<file path="src/common/fsp_pkg.sv">
// Purpose: Shared constants and types for the flash sector protection host controller
// Assumes: 250 MHz system clock, x16 parallel flash bus with 26 word address bits
// Notes:   Register offsets are byte addresses on a 32-bit APB bus

package fsp_pkg;

  // ==========================================================================
  // Clock and timing
  // ==========================================================================
  localparam int CLK_PERIOD_PS = 4000;
  localparam int T_POR_NS      = 35000;  // Power-up wait before first bus cycle
  localparam int T_RST_NS      = 200;    // Reset pin low pulse
  localparam int T_RDY_NS      = 1000;   // Wait after reset pin release
  localparam int T_ACC_NS      = 100;    // Read strobe to data valid
  localparam int T_WRP_NS      = 35;     // Write strobe low width
  localparam int T_REC_NS      = 20;     // Strobes high between cycles
  localparam int POR_CYC = (T_POR_NS * 1000 + CLK_PERIOD_PS - 1) / CLK_PERIOD_PS;
  localparam int RST_CYC = (T_RST_NS * 1000 + CLK_PERIOD_PS - 1) / CLK_PERIOD_PS;
  localparam int RDY_CYC = (T_RDY_NS * 1000 + CLK_PERIOD_PS - 1) / CLK_PERIOD_PS;
  localparam int ACC_CYC = (T_ACC_NS * 1000 + CLK_PERIOD_PS - 1) / CLK_PERIOD_PS;
  localparam int WRP_CYC = (T_WRP_NS * 1000 + CLK_PERIOD_PS - 1) / CLK_PERIOD_PS;
  localparam int REC_CYC = (T_REC_NS * 1000 + CLK_PERIOD_PS - 1) / CLK_PERIOD_PS;
  localparam int CNT_W   = 16;

  // ==========================================================================
  // Flash address layout (word address)
  // ==========================================================================
  localparam int ADDR_W      = 26;
  localparam int SECT_LSB    = 16;   // Sector field is top bit down to this bit
  localparam int CMD_PAT_MSB = 10;   // Command pattern sits in bits 10..0
  localparam int SECT_W      = ADDR_W - SECT_LSB;
  localparam int DQ_W        = 16;

  // ==========================================================================
  // Flash status words
  // ==========================================================================
  localparam int ECC_CODE_BIT   = 2;   // Single-bit fix in the check code
  localparam int ECC_DATA_BIT   = 1;   // Single-bit fix in the 16 data words
  localparam int ECC_PAGE_WORDS = 16;
  localparam int GUARD_BIT      = 0;   // Guard bit sits in the data LSB
  localparam int LOCK_PERSIST_BIT  = 1;
  localparam int LOCK_PASSWORD_BIT = 2;
  localparam int OTP_BYTES      = 1024;
  localparam int OTP_PART_BYTES = 512;

  // ==========================================================================
  // APB register map
  // ==========================================================================
  localparam logic [7:0] REG_CTRL   = 8'h00;
  localparam logic [7:0] REG_ADDR   = 8'h04;
  localparam logic [7:0] REG_WDATA  = 8'h08;
  localparam logic [7:0] REG_CMD    = 8'h0C;
  localparam logic [7:0] REG_STATUS = 8'h10;
  localparam logic [7:0] REG_RDATA  = 8'h14;
  localparam int CTRL_WP_REL   = 0;   // 1 releases the write-protect pin high
  localparam int CTRL_CFG_DONE = 1;   // Persistent guards configured
  localparam int CTRL_RESET    = 0;
  localparam int ST_BUSY     = 0;
  localparam int ST_ERR      = 1;
  localparam int ST_GUARD    = 2;
  localparam int ST_ECC_DATA = 3;
  localparam int ST_ECC_CODE = 4;
  localparam int ST_READY    = 5;

  // ==========================================================================
  // Operations
  // ==========================================================================
  typedef enum logic [2:0] {
    OP_WRITE      = 3'h0,
    OP_READ       = 3'h1,
    OP_GUARD_READ = 3'h2,
    OP_ECC_READ   = 3'h3,
    OP_LOCK_CLEAR = 3'h4,
    OP_LOCK_PROG  = 3'h5,
    OP_HW_RESET   = 3'h6
  } fsp_op_t;

  typedef struct packed {
    logic [ADDR_W-1:0] addr;
    logic [DQ_W-1:0]   dq_out;
    logic              dq_oe;
    logic              ce_n;
    logic              we_n;
    logic              oe_n;
  } fsp_pins_t;

  localparam fsp_pins_t PINS_IDLE = '{addr: '0, dq_out: '0, dq_oe: 1'b0,
                                      ce_n: 1'b1, we_n: 1'b1, oe_n: 1'b1};

endpackage

</file>
<file path="src/rtl/fsp_bus_cycle.sv">
// Purpose: One timed read or write cycle on the asynchronous flash bus
// Assumes: Caller holds request fields stable while o_busy is high
// Notes:   All pins come from flops; data bus is released outside writes

`timescale 1ns/1ps
`default_nettype none

module fsp_bus_cycle
  import fsp_pkg::*;
(
  input  wire logic              i_clk,
  input  wire logic              i_resetn,
  input  wire logic              i_start,
  input  wire logic              i_write,
  input  wire logic [ADDR_W-1:0] i_addr,
  input  wire logic [DQ_W-1:0]   i_wdata,
  input  wire logic [DQ_W-1:0]   i_dq_in,
  output logic                   o_busy,
  output logic                   o_done,
  output logic [DQ_W-1:0]        o_rdata,
  output fsp_pins_t              o_pins
);

  typedef enum logic [3:0] {
    C_IDLE   = 4'b0001,
    C_SETUP  = 4'b0010,
    C_STROBE = 4'b0100,
    C_REC    = 4'b1000
  } fsp_cyc_t;

  fsp_cyc_t         state_q, state_d;
  logic [CNT_W-1:0] cnt_q, cnt_d;
  logic             wr_q;
  fsp_pins_t        pins_d;

  // ==========================================================================
  // Sequencing
  // ==========================================================================
  wire logic cnt_end = (cnt_q == '0);
  wire logic [CNT_W-1:0] strobe_len = wr_q ? CNT_W'(WRP_CYC - 1) : CNT_W'(ACC_CYC - 1);

  always_comb begin
    state_d = state_q;
    cnt_d   = cnt_end ? cnt_q : cnt_q - CNT_W'(1);
    pins_d  = o_pins;
    case (state_q)
      C_IDLE: begin
        if (i_start) begin
          state_d       = C_SETUP;
          pins_d.addr   = i_addr;
          pins_d.dq_out = i_wdata;
          pins_d.dq_oe  = i_write;
          pins_d.ce_n   = 1'b0;
        end
      end
      C_SETUP: begin
        state_d     = C_STROBE;
        cnt_d       = strobe_len;
        pins_d.we_n = ~wr_q;
        pins_d.oe_n = wr_q;
      end
      C_STROBE: begin
        if (cnt_end) begin
          state_d     = C_REC;
          cnt_d       = CNT_W'(REC_CYC - 1);
          pins_d.we_n = 1'b1;
          pins_d.oe_n = 1'b1;
          pins_d.ce_n = 1'b1;
        end
      end
      C_REC: begin
        if (cnt_end) begin
          state_d      = C_IDLE;
          pins_d.dq_oe = 1'b0;
        end
      end
      default: state_d = C_IDLE;
    endcase
  end

  always_ff @(posedge i_clk or negedge i_resetn) begin
    if (!i_resetn) begin
      state_q <= C_IDLE;
      cnt_q   <= '0;
      wr_q    <= 1'b0;
      o_pins  <= PINS_IDLE;
      o_done  <= 1'b0;
      o_rdata <= '0;
    end else begin
      state_q <= state_d;
      cnt_q   <= cnt_d;
      o_pins  <= pins_d;
      o_done  <= (state_q == C_REC) && cnt_end;
      if (state_q == C_IDLE && i_start) begin
        wr_q <= i_write;
      end
      if (state_q == C_STROBE && cnt_end && !wr_q) begin
        o_rdata <= i_dq_in;
      end
    end
  end

  assign o_busy = (state_q != C_IDLE);

endmodule

`default_nettype wire

</file>
<file path="src/rtl/fsp_host_ctrl.sv">
// Purpose: Host-side controller that drives a NOR flash's protection features
// Assumes: Software programs it over APB; flash pins are synchronous to i_clk
// Notes:   Command codes are supplied by software as raw address/data words
//
// Our own choices: register access over APB and the address map.

`timescale 1ns/1ps
`default_nettype none

module fsp_host_ctrl
  import fsp_pkg::*;
#(
  parameter int POR_CYCLES = POR_CYC
)(
  input  wire logic            i_clk,
  input  wire logic            i_resetn,
  input  wire logic            psel,
  input  wire logic            penable,
  input  wire logic            pwrite,
  input  wire logic [7:0]      paddr,
  input  wire logic [31:0]     pwdata,
  output logic [31:0]          prdata,
  output logic                 pready,
  output logic                 pslverr,
  input  wire logic            i_vcc_low,
  input  wire logic [DQ_W-1:0] i_dq_in,
  output fsp_pins_t            o_flash,
  output logic                 o_rst_n,
  output logic                 o_wp_n
);

  typedef enum logic [4:0] {
    S_POR   = 5'b00001,
    S_IDLE  = 5'b00010,
    S_CYCLE = 5'b00100,
    S_RST   = 5'b01000,
    S_RDY   = 5'b10000
  } fsp_state_t;

  fsp_state_t       state_q, state_d;
  logic [CNT_W-1:0] cnt_q, cnt_d;
  logic [1:0]       ctrl_q;
  logic [ADDR_W-1:0] addr_q;
  logic [DQ_W-1:0]  wdata_q;
  logic [DQ_W-1:0]  rdata_q;
  fsp_op_t          op_q;
  logic             err_q, guard_q, ecc_data_q, ecc_code_q;
  logic             start_q;
  logic             cyc_busy, cyc_done;
  logic [DQ_W-1:0]  cyc_rdata;

  // ==========================================================================
  // APB decode
  // ==========================================================================
  wire logic setup    = psel && !penable;
  wire logic acc_wr   = psel && penable && pwrite && pready;
  wire logic hit_ctrl = (paddr == REG_CTRL);
  wire logic hit_addr = (paddr == REG_ADDR);
  wire logic hit_wdat = (paddr == REG_WDATA);
  wire logic hit_cmd  = (paddr == REG_CMD);
  wire logic hit_stat = (paddr == REG_STATUS);
  wire logic hit_rdat = (paddr == REG_RDATA);
  wire logic mapped   = hit_ctrl || hit_addr || hit_wdat || hit_cmd || hit_stat || hit_rdat;
  wire logic idle     = (state_q == S_IDLE);
  wire logic [31:0] status_word = {26'h0, idle, ecc_code_q, ecc_data_q, guard_q, err_q,
                                   !idle};
  wire logic [31:0] rd_mux =
    hit_ctrl ? {30'h0, ctrl_q} :
    hit_addr ? {{(32 - ADDR_W){1'b0}}, addr_q} :
    hit_wdat ? {16'h0, wdata_q} :
    hit_cmd  ? {29'h0, op_q} :
    hit_stat ? status_word :
    hit_rdat ? {16'h0, rdata_q} : 32'h0;

  // ==========================================================================
  // Command launch and checks
  // ==========================================================================
  wire logic    cmd_wr   = acc_wr && hit_cmd;
  wire fsp_op_t cmd_op   = fsp_op_t'(pwdata[2:0]);
  wire logic    op_write = (cmd_op == OP_WRITE) || (cmd_op == OP_LOCK_CLEAR) ||
                           (cmd_op == OP_LOCK_PROG);
  wire logic    op_valid = (pwdata[2:0] <= 3'(OP_HW_RESET));
  // Programming a lock mode bit writes a 0 there; both at once is illegal
  wire logic both_modes = !wdata_q[LOCK_PERSIST_BIT] && !wdata_q[LOCK_PASSWORD_BIT];
  // Lock clear only once guards are configured by software
  wire logic early_lock = (cmd_op == OP_LOCK_CLEAR) && !ctrl_q[CTRL_CFG_DONE];
  wire logic refuse = !op_valid || (op_write && i_vcc_low) ||
                      early_lock || ((cmd_op == OP_LOCK_PROG) && both_modes);
  wire logic launch = cmd_wr && idle && !refuse;
  // Guard reads use offset 0 of the sector; sector field is bits top..16
  wire logic [ADDR_W-1:0] sect_base = {addr_q[ADDR_W-1:SECT_LSB], {SECT_LSB{1'b0}}};
  wire logic [ADDR_W-1:0] cyc_addr  = (op_q == OP_GUARD_READ) ? sect_base : addr_q;
  wire logic cyc_write = (op_q == OP_WRITE) || (op_q == OP_LOCK_CLEAR) ||
                         (op_q == OP_LOCK_PROG);

  // ==========================================================================
  // Sequencer
  // ==========================================================================
  wire logic cnt_end = (cnt_q == '0);

  always_comb begin
    state_d = state_q;
    cnt_d   = cnt_end ? cnt_q : cnt_q - CNT_W'(1);
    case (state_q)
      S_POR: begin
        if (cnt_end) begin
          state_d = S_IDLE;  // No strobes until power-up has settled
        end
      end
      S_IDLE: begin
        if (launch && cmd_op == OP_HW_RESET) begin
          state_d = S_RST;   // Pin reset recovers from an unknown state
          cnt_d   = CNT_W'(RST_CYC - 1);
        end else if (launch) begin
          state_d = S_CYCLE;
        end
      end
      S_CYCLE: begin
        if (cyc_done) begin
          state_d = S_IDLE;
        end
      end
      S_RST: begin
        if (cnt_end) begin
          state_d = S_RDY;
          cnt_d   = CNT_W'(RDY_CYC - 1);
        end
      end
      S_RDY: begin
        if (cnt_end) begin
          state_d = S_IDLE;
        end
      end
      default: state_d = S_IDLE;
    endcase
  end

  always_ff @(posedge i_clk or negedge i_resetn) begin
    if (!i_resetn) begin
      state_q <= S_POR;
      cnt_q   <= CNT_W'(POR_CYCLES - 1);
      o_rst_n <= 1'b1;
    end else begin
      state_q <= state_d;
      cnt_q   <= cnt_d;
      o_rst_n <= (state_d != S_RST);
    end
  end

  // ==========================================================================
  // Registers
  // ==========================================================================
  always_ff @(posedge i_clk or negedge i_resetn) begin
    if (!i_resetn) begin
      ctrl_q  <= 2'(CTRL_RESET);
      addr_q  <= '0;
      wdata_q <= '0;
      op_q    <= OP_READ;
      start_q <= 1'b0;
    end else begin
      start_q <= launch && (cmd_op != OP_HW_RESET);
      if (acc_wr && hit_ctrl) begin
        ctrl_q <= pwdata[1:0];
      end
      if (acc_wr && hit_addr && idle) begin
        addr_q <= pwdata[ADDR_W-1:0];
      end
      if (acc_wr && hit_wdat && idle) begin
        wdata_q <= pwdata[DQ_W-1:0];
      end
      if (launch) begin
        op_q <= cmd_op;
      end
    end
  end

  // ==========================================================================
  // Results
  // ==========================================================================
  always_ff @(posedge i_clk or negedge i_resetn) begin
    if (!i_resetn) begin
      err_q      <= 1'b0;
      guard_q    <= 1'b0;
      ecc_data_q <= 1'b0;
      ecc_code_q <= 1'b0;
      rdata_q    <= '0;
    end else begin
      if (cmd_wr) begin
        err_q <= refuse || !idle;
      end
      if (cyc_done && !cyc_write) begin
        rdata_q <= cyc_rdata;
      end
      if (cyc_done && op_q == OP_GUARD_READ) begin
        guard_q <= cyc_rdata[GUARD_BIT];  // 0 = sector protected
      end
      if (cyc_done && op_q == OP_ECC_READ) begin
        ecc_code_q <= cyc_rdata[ECC_CODE_BIT];  // Reserved bits dropped
        ecc_data_q <= cyc_rdata[ECC_DATA_BIT];
      end
    end
  end

  // ==========================================================================
  // APB answer and pins
  // ==========================================================================
  always_ff @(posedge i_clk or negedge i_resetn) begin
    if (!i_resetn) begin
      prdata  <= 32'h0;
      pready  <= 1'b0;
      pslverr <= 1'b0;
      o_wp_n  <= 1'b0;
    end else begin
      pready <= 1'b1;
      if (setup) begin
        prdata  <= rd_mux;
        pslverr <= !mapped;
      end
      // Pin held low keeps the boot sector guarded regardless of other bits
      o_wp_n <= ctrl_q[CTRL_WP_REL];
    end
  end

  fsp_bus_cycle u_cycle (
    .i_clk    (i_clk),
    .i_resetn (i_resetn),
    .i_start  (start_q),
    .i_write  (cyc_write),
    .i_addr   (cyc_addr),
    .i_wdata  (wdata_q),
    .i_dq_in  (i_dq_in),
    .o_busy   (cyc_busy),
    .o_done   (cyc_done),
    .o_rdata  (cyc_rdata),
    .o_pins   (o_flash)
  );

  wire logic unused_ok = cyc_busy;

endmodule

`default_nettype wire

</file>
<file path="config.mk">
export PLATFORM = sky130hd
export DESIGN_NAME = fsp_host_ctrl
export DESIGN_NICKNAME = d
export VERILOG_FILES = /design/src/common/fsp_pkg.sv /design/src/rtl/fsp_bus_cycle.sv /design/src/rtl/fsp_host_ctrl.sv
export SDC_FILE = /design/constraint.sdc
export NUM_CORES = 1
export LEC_CHECK = 0
export ABC_CLOCK_PERIOD_IN_PS = 4100
export BUFFER_PORTS_ARGS = -buffer_cell sky130_fd_sc_hd__buf_2
export CAP_MARGIN = 25
export CORE_ASPECT_RATIO = 1.5
export CORE_UTILIZATION = 50
export DETAILED_ROUTE_END_ITERATION = 10
export GPL_TIMING_DRIVEN = 0
export MAX_ROUTING_LAYER = met4
export PLACE_DENSITY = 0.7
export SYNTH_ARGS = -nofsm -noshare
export SYNTH_HDL_FRONTEND = slang
export SYNTH_SLANG_ARGS = --single-unit
</file>
<file path="constraint.sdc">
create_clock -name i_clk -period 4.1 [get_ports i_clk]
set_clock_uncertainty 0.2 [all_clocks]
set_input_delay 0.41 -clock i_clk [delete_from_list [all_inputs] [get_ports i_clk]]
set_output_delay 0.41 -clock i_clk [all_outputs]
set_load 0.01 [all_outputs]
</file>
Yosys cells after proc, flatten, opt, wreduce, memory -nomap -nowiden
Index checks and enable logic that the tools add are counted.

storage, ports and cells
  bits in registers = 209
  bits of input ports = 62
  output and inout bits = 82
  logic and storage cells = 151

operators by class
  add/sub/neg operators = 2
  $lt $le $gt $ge = 1
  eq/ne operators = 26
  muxes and demuxes = 31
  bitwise gates (word level) = 1
  reduce and logical (&&, ||, !) cells = 62

operators by type and width
  operator               number
  $mux 16                10
  $pmux 16 s2            2
  $mux 26                2
  $logic_not 16->1       2
  $sub 16x1->16 const B  2
  $mux 5                 6
  $logic_and 1x1->1      25
  $pmux 5 s4             1
  $eq 8x4->1 const B     2
  $eq 8x5->1 const B     2
  $pmux 4 s4             1
  $eq 3x3->1 const B     5
  $logic_or 1x1->1       13
  $mux 4                 3
  $logic_not 1->1        10
  $reduce_and 3->1       3
  $eq 8x3->1 const B     1
  $logic_not 8->1        1
  $eq 3x2->1 const B     2
  $logic_not 3->1        2
  $reduce_bool 2->1      3
  $eq 5x1->1 const B     1
  $eq 5x2->1 const B     1
  $eq 5x3->1 const B     1
  other kinds (19)       22

Longest topological paths before layout
Gate-level depths: netlist of run 1.

  depth after elaboration = 13
  depth in mapped cells = 8
  depth with buffers taken out = 8

Cells and area by module
Synthesis of run 1 repeated with hierarchy kept, for this count alone.

second synthesis, totals
  cell total of the unflattened synthesis = 731
  area, all modules = 9053.7 um^2

by module, submodules not included
  module         instances  cells an instance  area each (um^2)  sequential area each (um^2)
  fsp_host_ctrl  1          473                5512.8            2989.1
  fsp_bus_cycle  1          258                3540.9            2107.0

Least setup slack after synthesis of run 1
Ideal clock, no wire load.

  path kind = input port to flip-flop
  from = in paddr[4]
  to = reg op_q[1]
  setup time = 0.125 ns
  data arrival time = 2.060 ns
  required time = 3.775 ns
  path slack = 1.715 ns
  stages on the path = 6
  path buffers = 1
  cell sequence = buf_2 nor4_2 nor4b_4 nand4b_2 a31oi_1 mux2_2

on the way
  cells in the longest elaborated chain, start to end = 4

ends and longest elaborated chain
  item                             line                  RTL
  start: declaration               fsp_host_ctrl.sv:20   input wire logic [7:0] paddr,
  $eq 8x4->1                       fsp_host_ctrl.sv:60   wire logic hit_cmd = (paddr == REG_CMD);
  $logic_and 1x1->1                fsp_host_ctrl.sv:78   wire logic cmd_wr = acc_wr && hit_cmd;
  $logic_and 1x1->1 (2 in series)  fsp_host_ctrl.sv:89   wire logic launch = cmd_wr && idle && !refuse;
  end signal: assignment           fsp_host_ctrl.sv:172  op_q <= cmd_op;
  end: declaration                 fsp_host_ctrl.sv:46   fsp_op_t op_q;

No other way between the ends.
A chain may end at the register's enable or synchronous reset.

Final worst setup path of run 1
  from = reg cnt_q[1]
  to = reg cnt_q[5]

on the way
  cells in the longest elaborated chain, start to end = 4
  elaborated cells between the ends (all ways) = 6
  those cells by class = add/sub (1); mux (4); reduce/logical (1)

ends and longest elaborated chain
  item                                               line                                        RTL
  start: declaration                                 fsp_host_ctrl.sv:41                         logic [CNT_W-1:0] cnt_q, cnt_d;
  start signal: assignment                           fsp_host_ctrl.sv:141                        cnt_q <= CNT_W'(POR_CYCLES - 1);
  start signal: assignment                           fsp_host_ctrl.sv:145                        cnt_q <= cnt_d;
  $sub 16x1->16 or $logic_not 16->1 (tied branches)  fsp_host_ctrl.sv:103, fsp_host_ctrl.sv:99
  $mux 16                                            fsp_host_ctrl.sv:103                        cnt_d = cnt_end ? cnt_q : cnt_q - CNT_W'(1);
  $mux 16 (on tied branches)                         fsp_host_ctrl.sv:124, fsp_host_ctrl.sv:111
  $pmux 16 s2 *                                      fsp_host_ctrl.sv:104                        case (state_q)
  via cnt_d[5]                                       fsp_host_ctrl.sv:41

The timed path passes the listed nets; every way through them passes the cells marked *.

==> impl_metrics.json, run 1 <==
{
  "comb_power_share": 0.330,
  "rrSetupSlack_ns": 1.42,
  "die_area_um2": 18800,
  "final.min_clock_period_ns": 2.68,
  "startpoint": "cnt_q[1]$_DFF_PN0_",
  "worstPathRequired_ns": 4.33,
  "setup_ws_ns": 1.42,
  "crit_path_end_kind": "flip-flop",
  "root_buffer": "clkbuf_16",
  "drt_iter0_drc": 399,
  "grt_max_degree": 106,
  "power_density_nw_per_um2": 538,
  "grtUsageTotal": 0.248,
  "start_kind": "flip-flop",
  "run_status": "complete, no violations",
  "grt_pass1_wl_um": 35800,
  "p_leak_uw": 0.00570,
  "final_common_cell": "dfrtp_1",
  "synth-edff-count": 0,
  "seqPwrFrac": 0.380,
  "grt_pass1_vias": 7069,
  "reg2reg_depth": 8,
  "critPathMaxFanout": 10,
  "fin_util": 0.620,
  "stdcell_area_um2": 11100,
  "synthSimpleGateAreaFrac": 0.191,
  "synth_area_um2": 9130,
  "drive_gt1_frac": 0.266,
  "async_flop_share": 1.00,
  "overflow": 0,
  "cp-endpoint": "cnt_q[5]$_DFF_PN1_",
  "rr_endpoint": "cnt_q[5]$_DFF_PN1_",
  "p_sw_frac": 0.338,
  "hpwl_um": 15600,
  "antenna_found_initial": 1,
  "clockBufferDepth": 3,
  "avgViaCountPerCell": 5.46,
  "synthAdderAreaFrac": 0.00685,
  "numCtsBuffers": 20,
  "cts_resized": 0,
  "place_area_um2": 10100,
  "vias": 6989,
  "hold_class": "in -> reg",
  "setup_violations": 0,
  "max-cap-violations": 0,
  "clk_latency_ns": 0.49,
  "post_cts_buffers": 0,
  "synth_cells": 854,
  "num_rows": 60,
  "postSynthAreaPerCell_um2": 10.7,
  "tritoncts": "yes",
  "ys_warn_count": 0,
  "synth-seq-cells": 203,
  "initial_core_util": 0.509,
  "io_pins": 144,
  "fillers": 1511,
  "fmax_ghz": 0.373,
  "yosysSeqAreaShare": 0.558,
  "tightest_slew_ns": 0.962,
  "clock_sinks": 203,
  "final_hold_viol_count": 0,
  "ant_nets": 0,
  "regToRegStartpoint": "cnt_q[1]$_DFF_PN0_",
  "wl_per_cell_um": 17.4,
  "die_w_um": 112,
  "finalCritPeriodShare": 0.655,
  "relSlewSlack": 0.349,
  "multi_input_area_um2": 3770,
  "p_switching_uw": 2020,
  "dp_slack_ns": 1.23,
  "clk_pin_slew_ns": 0.06,
  "fin_nets": 1119,
  "clkPwrFrac": 0.290,
  "synthFlopType": "dfrtp_1",
  "syn2layout_area_growth_pct": 21.8,
  "dr.pass1.iters": 4,
  "synth-xor-area-share": 0.0163,
  "htree_levels": 1,
  "numPortBuffers": 129,
  "die_h_um": 168,
  "synth_top_family_by_area": "simple AND/OR/NAND/NOR gates",
  "internal_power_uw": 3960,
  "gp_congestion": 0.864,
  "wirelength_um": 22200,
  "layout_common_cells": "190 x dfrtp_1, 169 x nand2_1, 134 x buf_2",
  "drc": 0,
  "critical_path_class": "reg -> reg",
  "synthMuxAreaShare": 0.113,
  "cp.arrival_ns": 2.92,
  "seq_area_um2": 5100,
  "synth_cell_types": 67,
  "maxSlewViolCount": 0,
  "synth_compound_area_frac": 0.0837,
  "rsz0062_at_grt": "no",
  "peakVddDrop_v": 0.000905,
  "coreArea_um2": 17900
}
-- how the worst min path moves through the flow --
stage | from | to | depth (start not counted)
after floorplan | i_resetn | addr_q[0]$_DFFE_PN0P_ | 0
after global placement | ctrl_q[0]$_DFFE_PN0P_ | o_wp_n$_DFF_PN0_ | 0
after detailed placement | ctrl_q[0]$_DFFE_PN0P_ | o_wp_n$_DFF_PN0_ | 0
after CTS | i_dq_in[1] | u_cycle.o_rdata[1]$_DFFE_PN0P_ | 2
after global routing | pwdata[1] | start_q$_DFF_PN0_ | 2
final | pwdata[1] | start_q$_DFF_PN0_ | 2
-- layer usage --
metal	GRT usage	share of wire	vias up
met1	0.300	0.43	3434
met3	0.0282	0.034	33
met4	0.0771	0.024	0
met2	0.435	0.51	163
li1	-	-	3359
met5	-	0	-
-- metrics by stage --
step	hold slack, ns	setup TNS (ns)	cells	power (uW)
2_1_floorplan	-0.0856	0	859	3790
3_3_place_gp	0.187	-183.32	1205	4180
3_5_place_dp	0.195	0	1207	4280
4_1_cts	0.00737	0	1278	6050
5_1_grt	0.0408	0	1280	6380
6_report	0.0286	0	1280	5980
-- power by group through the flow --
| stage | registers (uW) | clock network, uW | logic, uW |
|---|---|---|---|
| detailed placement | 2310 | 0 | 1970 |
| floorplan | 2280 | 0 | 1510 |
| finish | 2270 | 1740 | 1980 |
| global placement | 2300 | 0 | 1880 |
| CTS | 2270 | 1780 | 2000 |
| global route | 2290 | 1850 | 2240 |
-- layout make-up --
cell class / instances / share of cell area
antenna: 1 / 0.000225
buffer: 45 / 0.0199
clock buffer: 30 / 0.0539
clock inverter: 2 / 0.000900
inverter: 16 / 0.00540
multi-input combinational: 595 / 0.339
sequential: 203 / 0.458
tap: 217 / 0.0244
timing repair buffer: 171 / 0.0977
-- kinds of logic after synthesis --
family | count (synthesis)
flip-flops | 203
AND/OR/NAND/NOR | 361
multiplexers | 89
adder cells (fa/ha/maj) | 5
other | 2
XOR/XNOR | 17
AO/OA/AOI/OAI | 116
buffers and inverters | 61
-- what timing repair did --
action,4_1_cts,5_1_grt
endpoints found under the setup margin,0,0
hold buffers,39,1
endpoints found under the hold margin,137,1
-- critical path, stage by stage, from the launching register on --
cell and delay (ns):
dfrtp_1 0.40, inv_1 0.09, ha_1 0.17, nor4b_1 0.37, nand4_1 0.41, or2_2 0.46, o31ai_1 0.10, buf_2 0.29
a211o_1 0.14
-- cell usage after synthesis (4+ instances only) --
cell type / n / share of area
or4_1: 6 / 0.0049
xor2_1: 6 / 0.0058
ha_1: 5 / 0.0068
a31oi_1: 6 / 0.0041
nor2b_1: 13 / 0.0089
o31ai_1: 16 / 0.013
o21ai_0: 29 / 0.016
clkbuf_1: 28 / 0.012
or3_1: 6 / 0.0041
a22oi_1: 14 / 0.012
nand4_1: 6 / 0.0041
dfstp_2: 13 / 0.037
nand3b_1: 4 / 0.0033
a21oi_1: 20 / 0.011
nor4_1: 11 / 0.0075
inv_1: 15 / 0.0062
mux2i_1: 8 / 0.0088
mux2_2: 70 / 0.086
buf_4: 7 / 0.0058
nand3_1: 24 / 0.013
nor3_1: 19 / 0.010
mux2_4: 10 / 0.016
buf_2: 6 / 0.0033
a211oi_1: 4 / 0.0033
nor2_1: 59 / 0.024
dfrtp_1: 190 / 0.52
nand2_1: 169 / 0.069
xnor2_1: 11 / 0.011
nand2b_1: 18 / 0.012
-- flip-flops by register name, summed over array words and instances (netlist names), 2 cells and up --
signal	count
u_cycle.o_rdata	16
cnt_q	16
addr_q	26
wdata_q	16
u_cycle.o_pins	46
u_cycle.cnt_q	16
ctrl_q	2
state_q	5
u_cycle.state_q	4
prdata	26
rdata_q	16
op_q	3
Note: power is estimated with default switching activity, not from simulation.
==> inputs of run 2 (changes only) <==
--- a/config.mk
+++ b/config.mk
@@ -5,7 +5,7 @@
 export SDC_FILE = /design/constraint.sdc
 export NUM_CORES = 1
 export LEC_CHECK = 0
-export ABC_CLOCK_PERIOD_IN_PS = 4100
+export ABC_CLOCK_PERIOD_IN_PS = 2650
 export BUFFER_PORTS_ARGS = -buffer_cell sky130_fd_sc_hd__buf_2
 export CAP_MARGIN = 25
 export CORE_ASPECT_RATIO = 1.5
==> constraint.sdc (replaced) <==
create_clock -name i_clk -period 2.65 [get_ports i_clk]
set_clock_uncertainty 0.2 [all_clocks]
set_input_delay 0.265 -clock i_clk [delete_from_list [all_inputs] [get_ports i_clk]]
set_output_delay 0.265 -clock i_clk [all_outputs]
set_load 0.01 [all_outputs]
==> run 2 against run 1 <==
The run now ends with negative hold slack left. Utilization is 0.68 points higher. Register-to-register slack got worse by 1.3 ns. Sequential cell count is the same. Combinational power increased by 64%. Largest cell class unchanged.
==> impl_metrics.json, run 2 (synthesized netlist as in run 1, its figures left out) <==
{
  "drt_iter0_drc": 377,
  "coreArea_um2": 17900,
  "avgViaCountPerCell": 5.51,
  "regToRegStartpoint": "u_cycle.cnt_q[0]$_DFF_PN0_",
  "grtUsageTotal": 0.251,
  "cp.arrival_ns": 2.72,
  "root_buffer": "clkbuf_16",
  "tritoncts": "yes",
  "rrSetupSlack_ns": 0.10,
  "setup_violations": 0,
  "grt_max_degree": 106,
  "num_rows": 60,
  "critical_path_class": "reg -> reg",
  "top_regs": "u_cycle.o_pins: 46 flops, addr_q: 26 flops, prdata: 26 flops",
  "largest-register": "u_cycle.o_pins",
  "hpwl_um": 15600,
  "power_density_nw_per_um2": 842,
  "final_hold_viol_count": 1,
  "io_pins": 144,
  "dp_slack_ns": -0.0763,
  "p_leak_uw": 0.00577,
  "max-cap-violations": 0,
  "wirelength_um": 22600,
  "startpoint": "u_cycle.cnt_q[0]$_DFF_PN0_",
  "drive_gt1_frac": 0.271,
  "wl_per_cell_um": 17.5,
  "clock_sinks": 203,
  "ant_nets": 0,
  "hold_class": "in -> reg",
  "fin_nets": 1127,
  "htree_levels": 1,
  "finalCritPeriodShare": 0.961,
  "peakVddDrop_v": 0.00116,
  "numPortBuffers": 129,
  "syn2layout_area_growth_pct": 23.1,
  "min_from": "paddr[6]",
  "grt_pass1_vias": 7148,
  "die_h_um": 168,
  "clockBufferDepth": 3,
  "relSlewSlack": 0.433,
  "die_area_um2": 18800,
  "start_kind": "flip-flop",
  "whs_ns": -0.000177,
  "fmax_ghz": 0.393,
  "gp_congestion": 0.864,
  "largest_reg_flops": 46,
  "worstPathRequired_ns": 2.83,
  "final_common_cell": "dfrtp_1",
  "tightest_slew_ns": 0.838,
  "grt_pass1_wl_um": 36100,
  "numCtsBuffers": 20,
  "clk_pin_slew_ns": 0.06,
  "crit_path_end_kind": "flip-flop",
  "initial_core_util": 0.509,
  "vias": 7087,
  "violations": "negative hold slack",
  "run_status": "complete, but fails checks",
  "diodes": 0,
  "die_w_um": 112,
  "antenna_found_initial": 0,
  "dr.pass1.iters": 5,
  "clk_latency_ns": 0.49,
  "maxSlewViolCount": 0,
  "fin_util": 0.627,
  "critPathMaxFanout": 10,
  "setup_ws_ns": 0.102,
  "layout_common_cells": "190 x dfrtp_1, 169 x nand2_1, 132 x buf_2",
  "final.min_clock_period_ns": 2.55,
  "overflow": 0,
  "drc": 0
}
run 2: changes by cell type in the layout (fill, tap and decap cells not counted), moves of 2 or more:
cell,change
buf_2,-2
buf_4,+4
clkbuf_1,-2
dlygate4sd3_1,+6
run 2: worst paths after layout:
| path | cells past startpoint | endpoint |
|---|---|---|
| max | 8 | u_cycle.o_rdata[4]$_DFFE_PN0P_ |
| min | 4 | prdata[0]$_DFFE_PN0P_ |
| max reg2reg | 8 | u_cycle.o_rdata[4]$_DFFE_PN0P_ |
| min reg2reg | 0 | o_wp_n$_DFF_PN0_ |
| max in group asynchronous | 3 | u_cycle.o_rdata[8]$_DFFE_PN0P_ |
| min in group asynchronous | 2 | cnt_q[15]$_DFF_PN0_ |
run 2: stage by stage:
step                instance area (um^2)  setup TNS, ns  total power, uW  hold slack [ns]  std cells
CTS                                11200              0             9410           0.0189       1286
floorplan                           9150              0             5870           -0.231        859
detailed placement                 10100          -1.01             6620            0.151       1207
global placement                   10100        -445.14             6470            0.187       1205
finish                             11200              0             9470        -0.000177       1287
global route                       11200        -0.0481            10100          0.00743       1287
run 2: cell type report:
class                      instances  area [um^2]
sequential                       203         5100
multi-input combinational        595         3810
timing repair buffer             180         1170
fill                            1485         6700
clock inverter                     2         10.0
inverter                          16         60.1
buffer                            44          224
tap                              217          272
clock buffer                      30          599
run 2: timing repair:
action                                 4_1_cts  5_1_grt
hold buffers                                46        0
setup endpoints to repair                   21       86
endpoints found under the hold margin      148        0
resized for setup                            2        9
pin swaps                                    1        1
setup buffers                                1        2
run 2: routing by layer:
metal,part of all wire,global-route usage
met5,0,-
met4,0.025,0.0788
met3,0.038,0.0279
met2,0.52,0.440
met1,0.42,0.302
run 2: where the power goes:
part	switching [uW]	internal, uW
sequential	166	3360
clock	1140	1550
combinational	1890	1360
total	3200	6270
run 2: worst max-delay path, stage by stage (launching register included):
cell	delay, ns
dfrtp_1	0.40
inv_1	0.09
ha_1	0.20
nor2b_1	0.25
nand4_1	0.22
or4_4	0.48
buf_6	0.16
buf_8	0.15
mux2_4	0.29
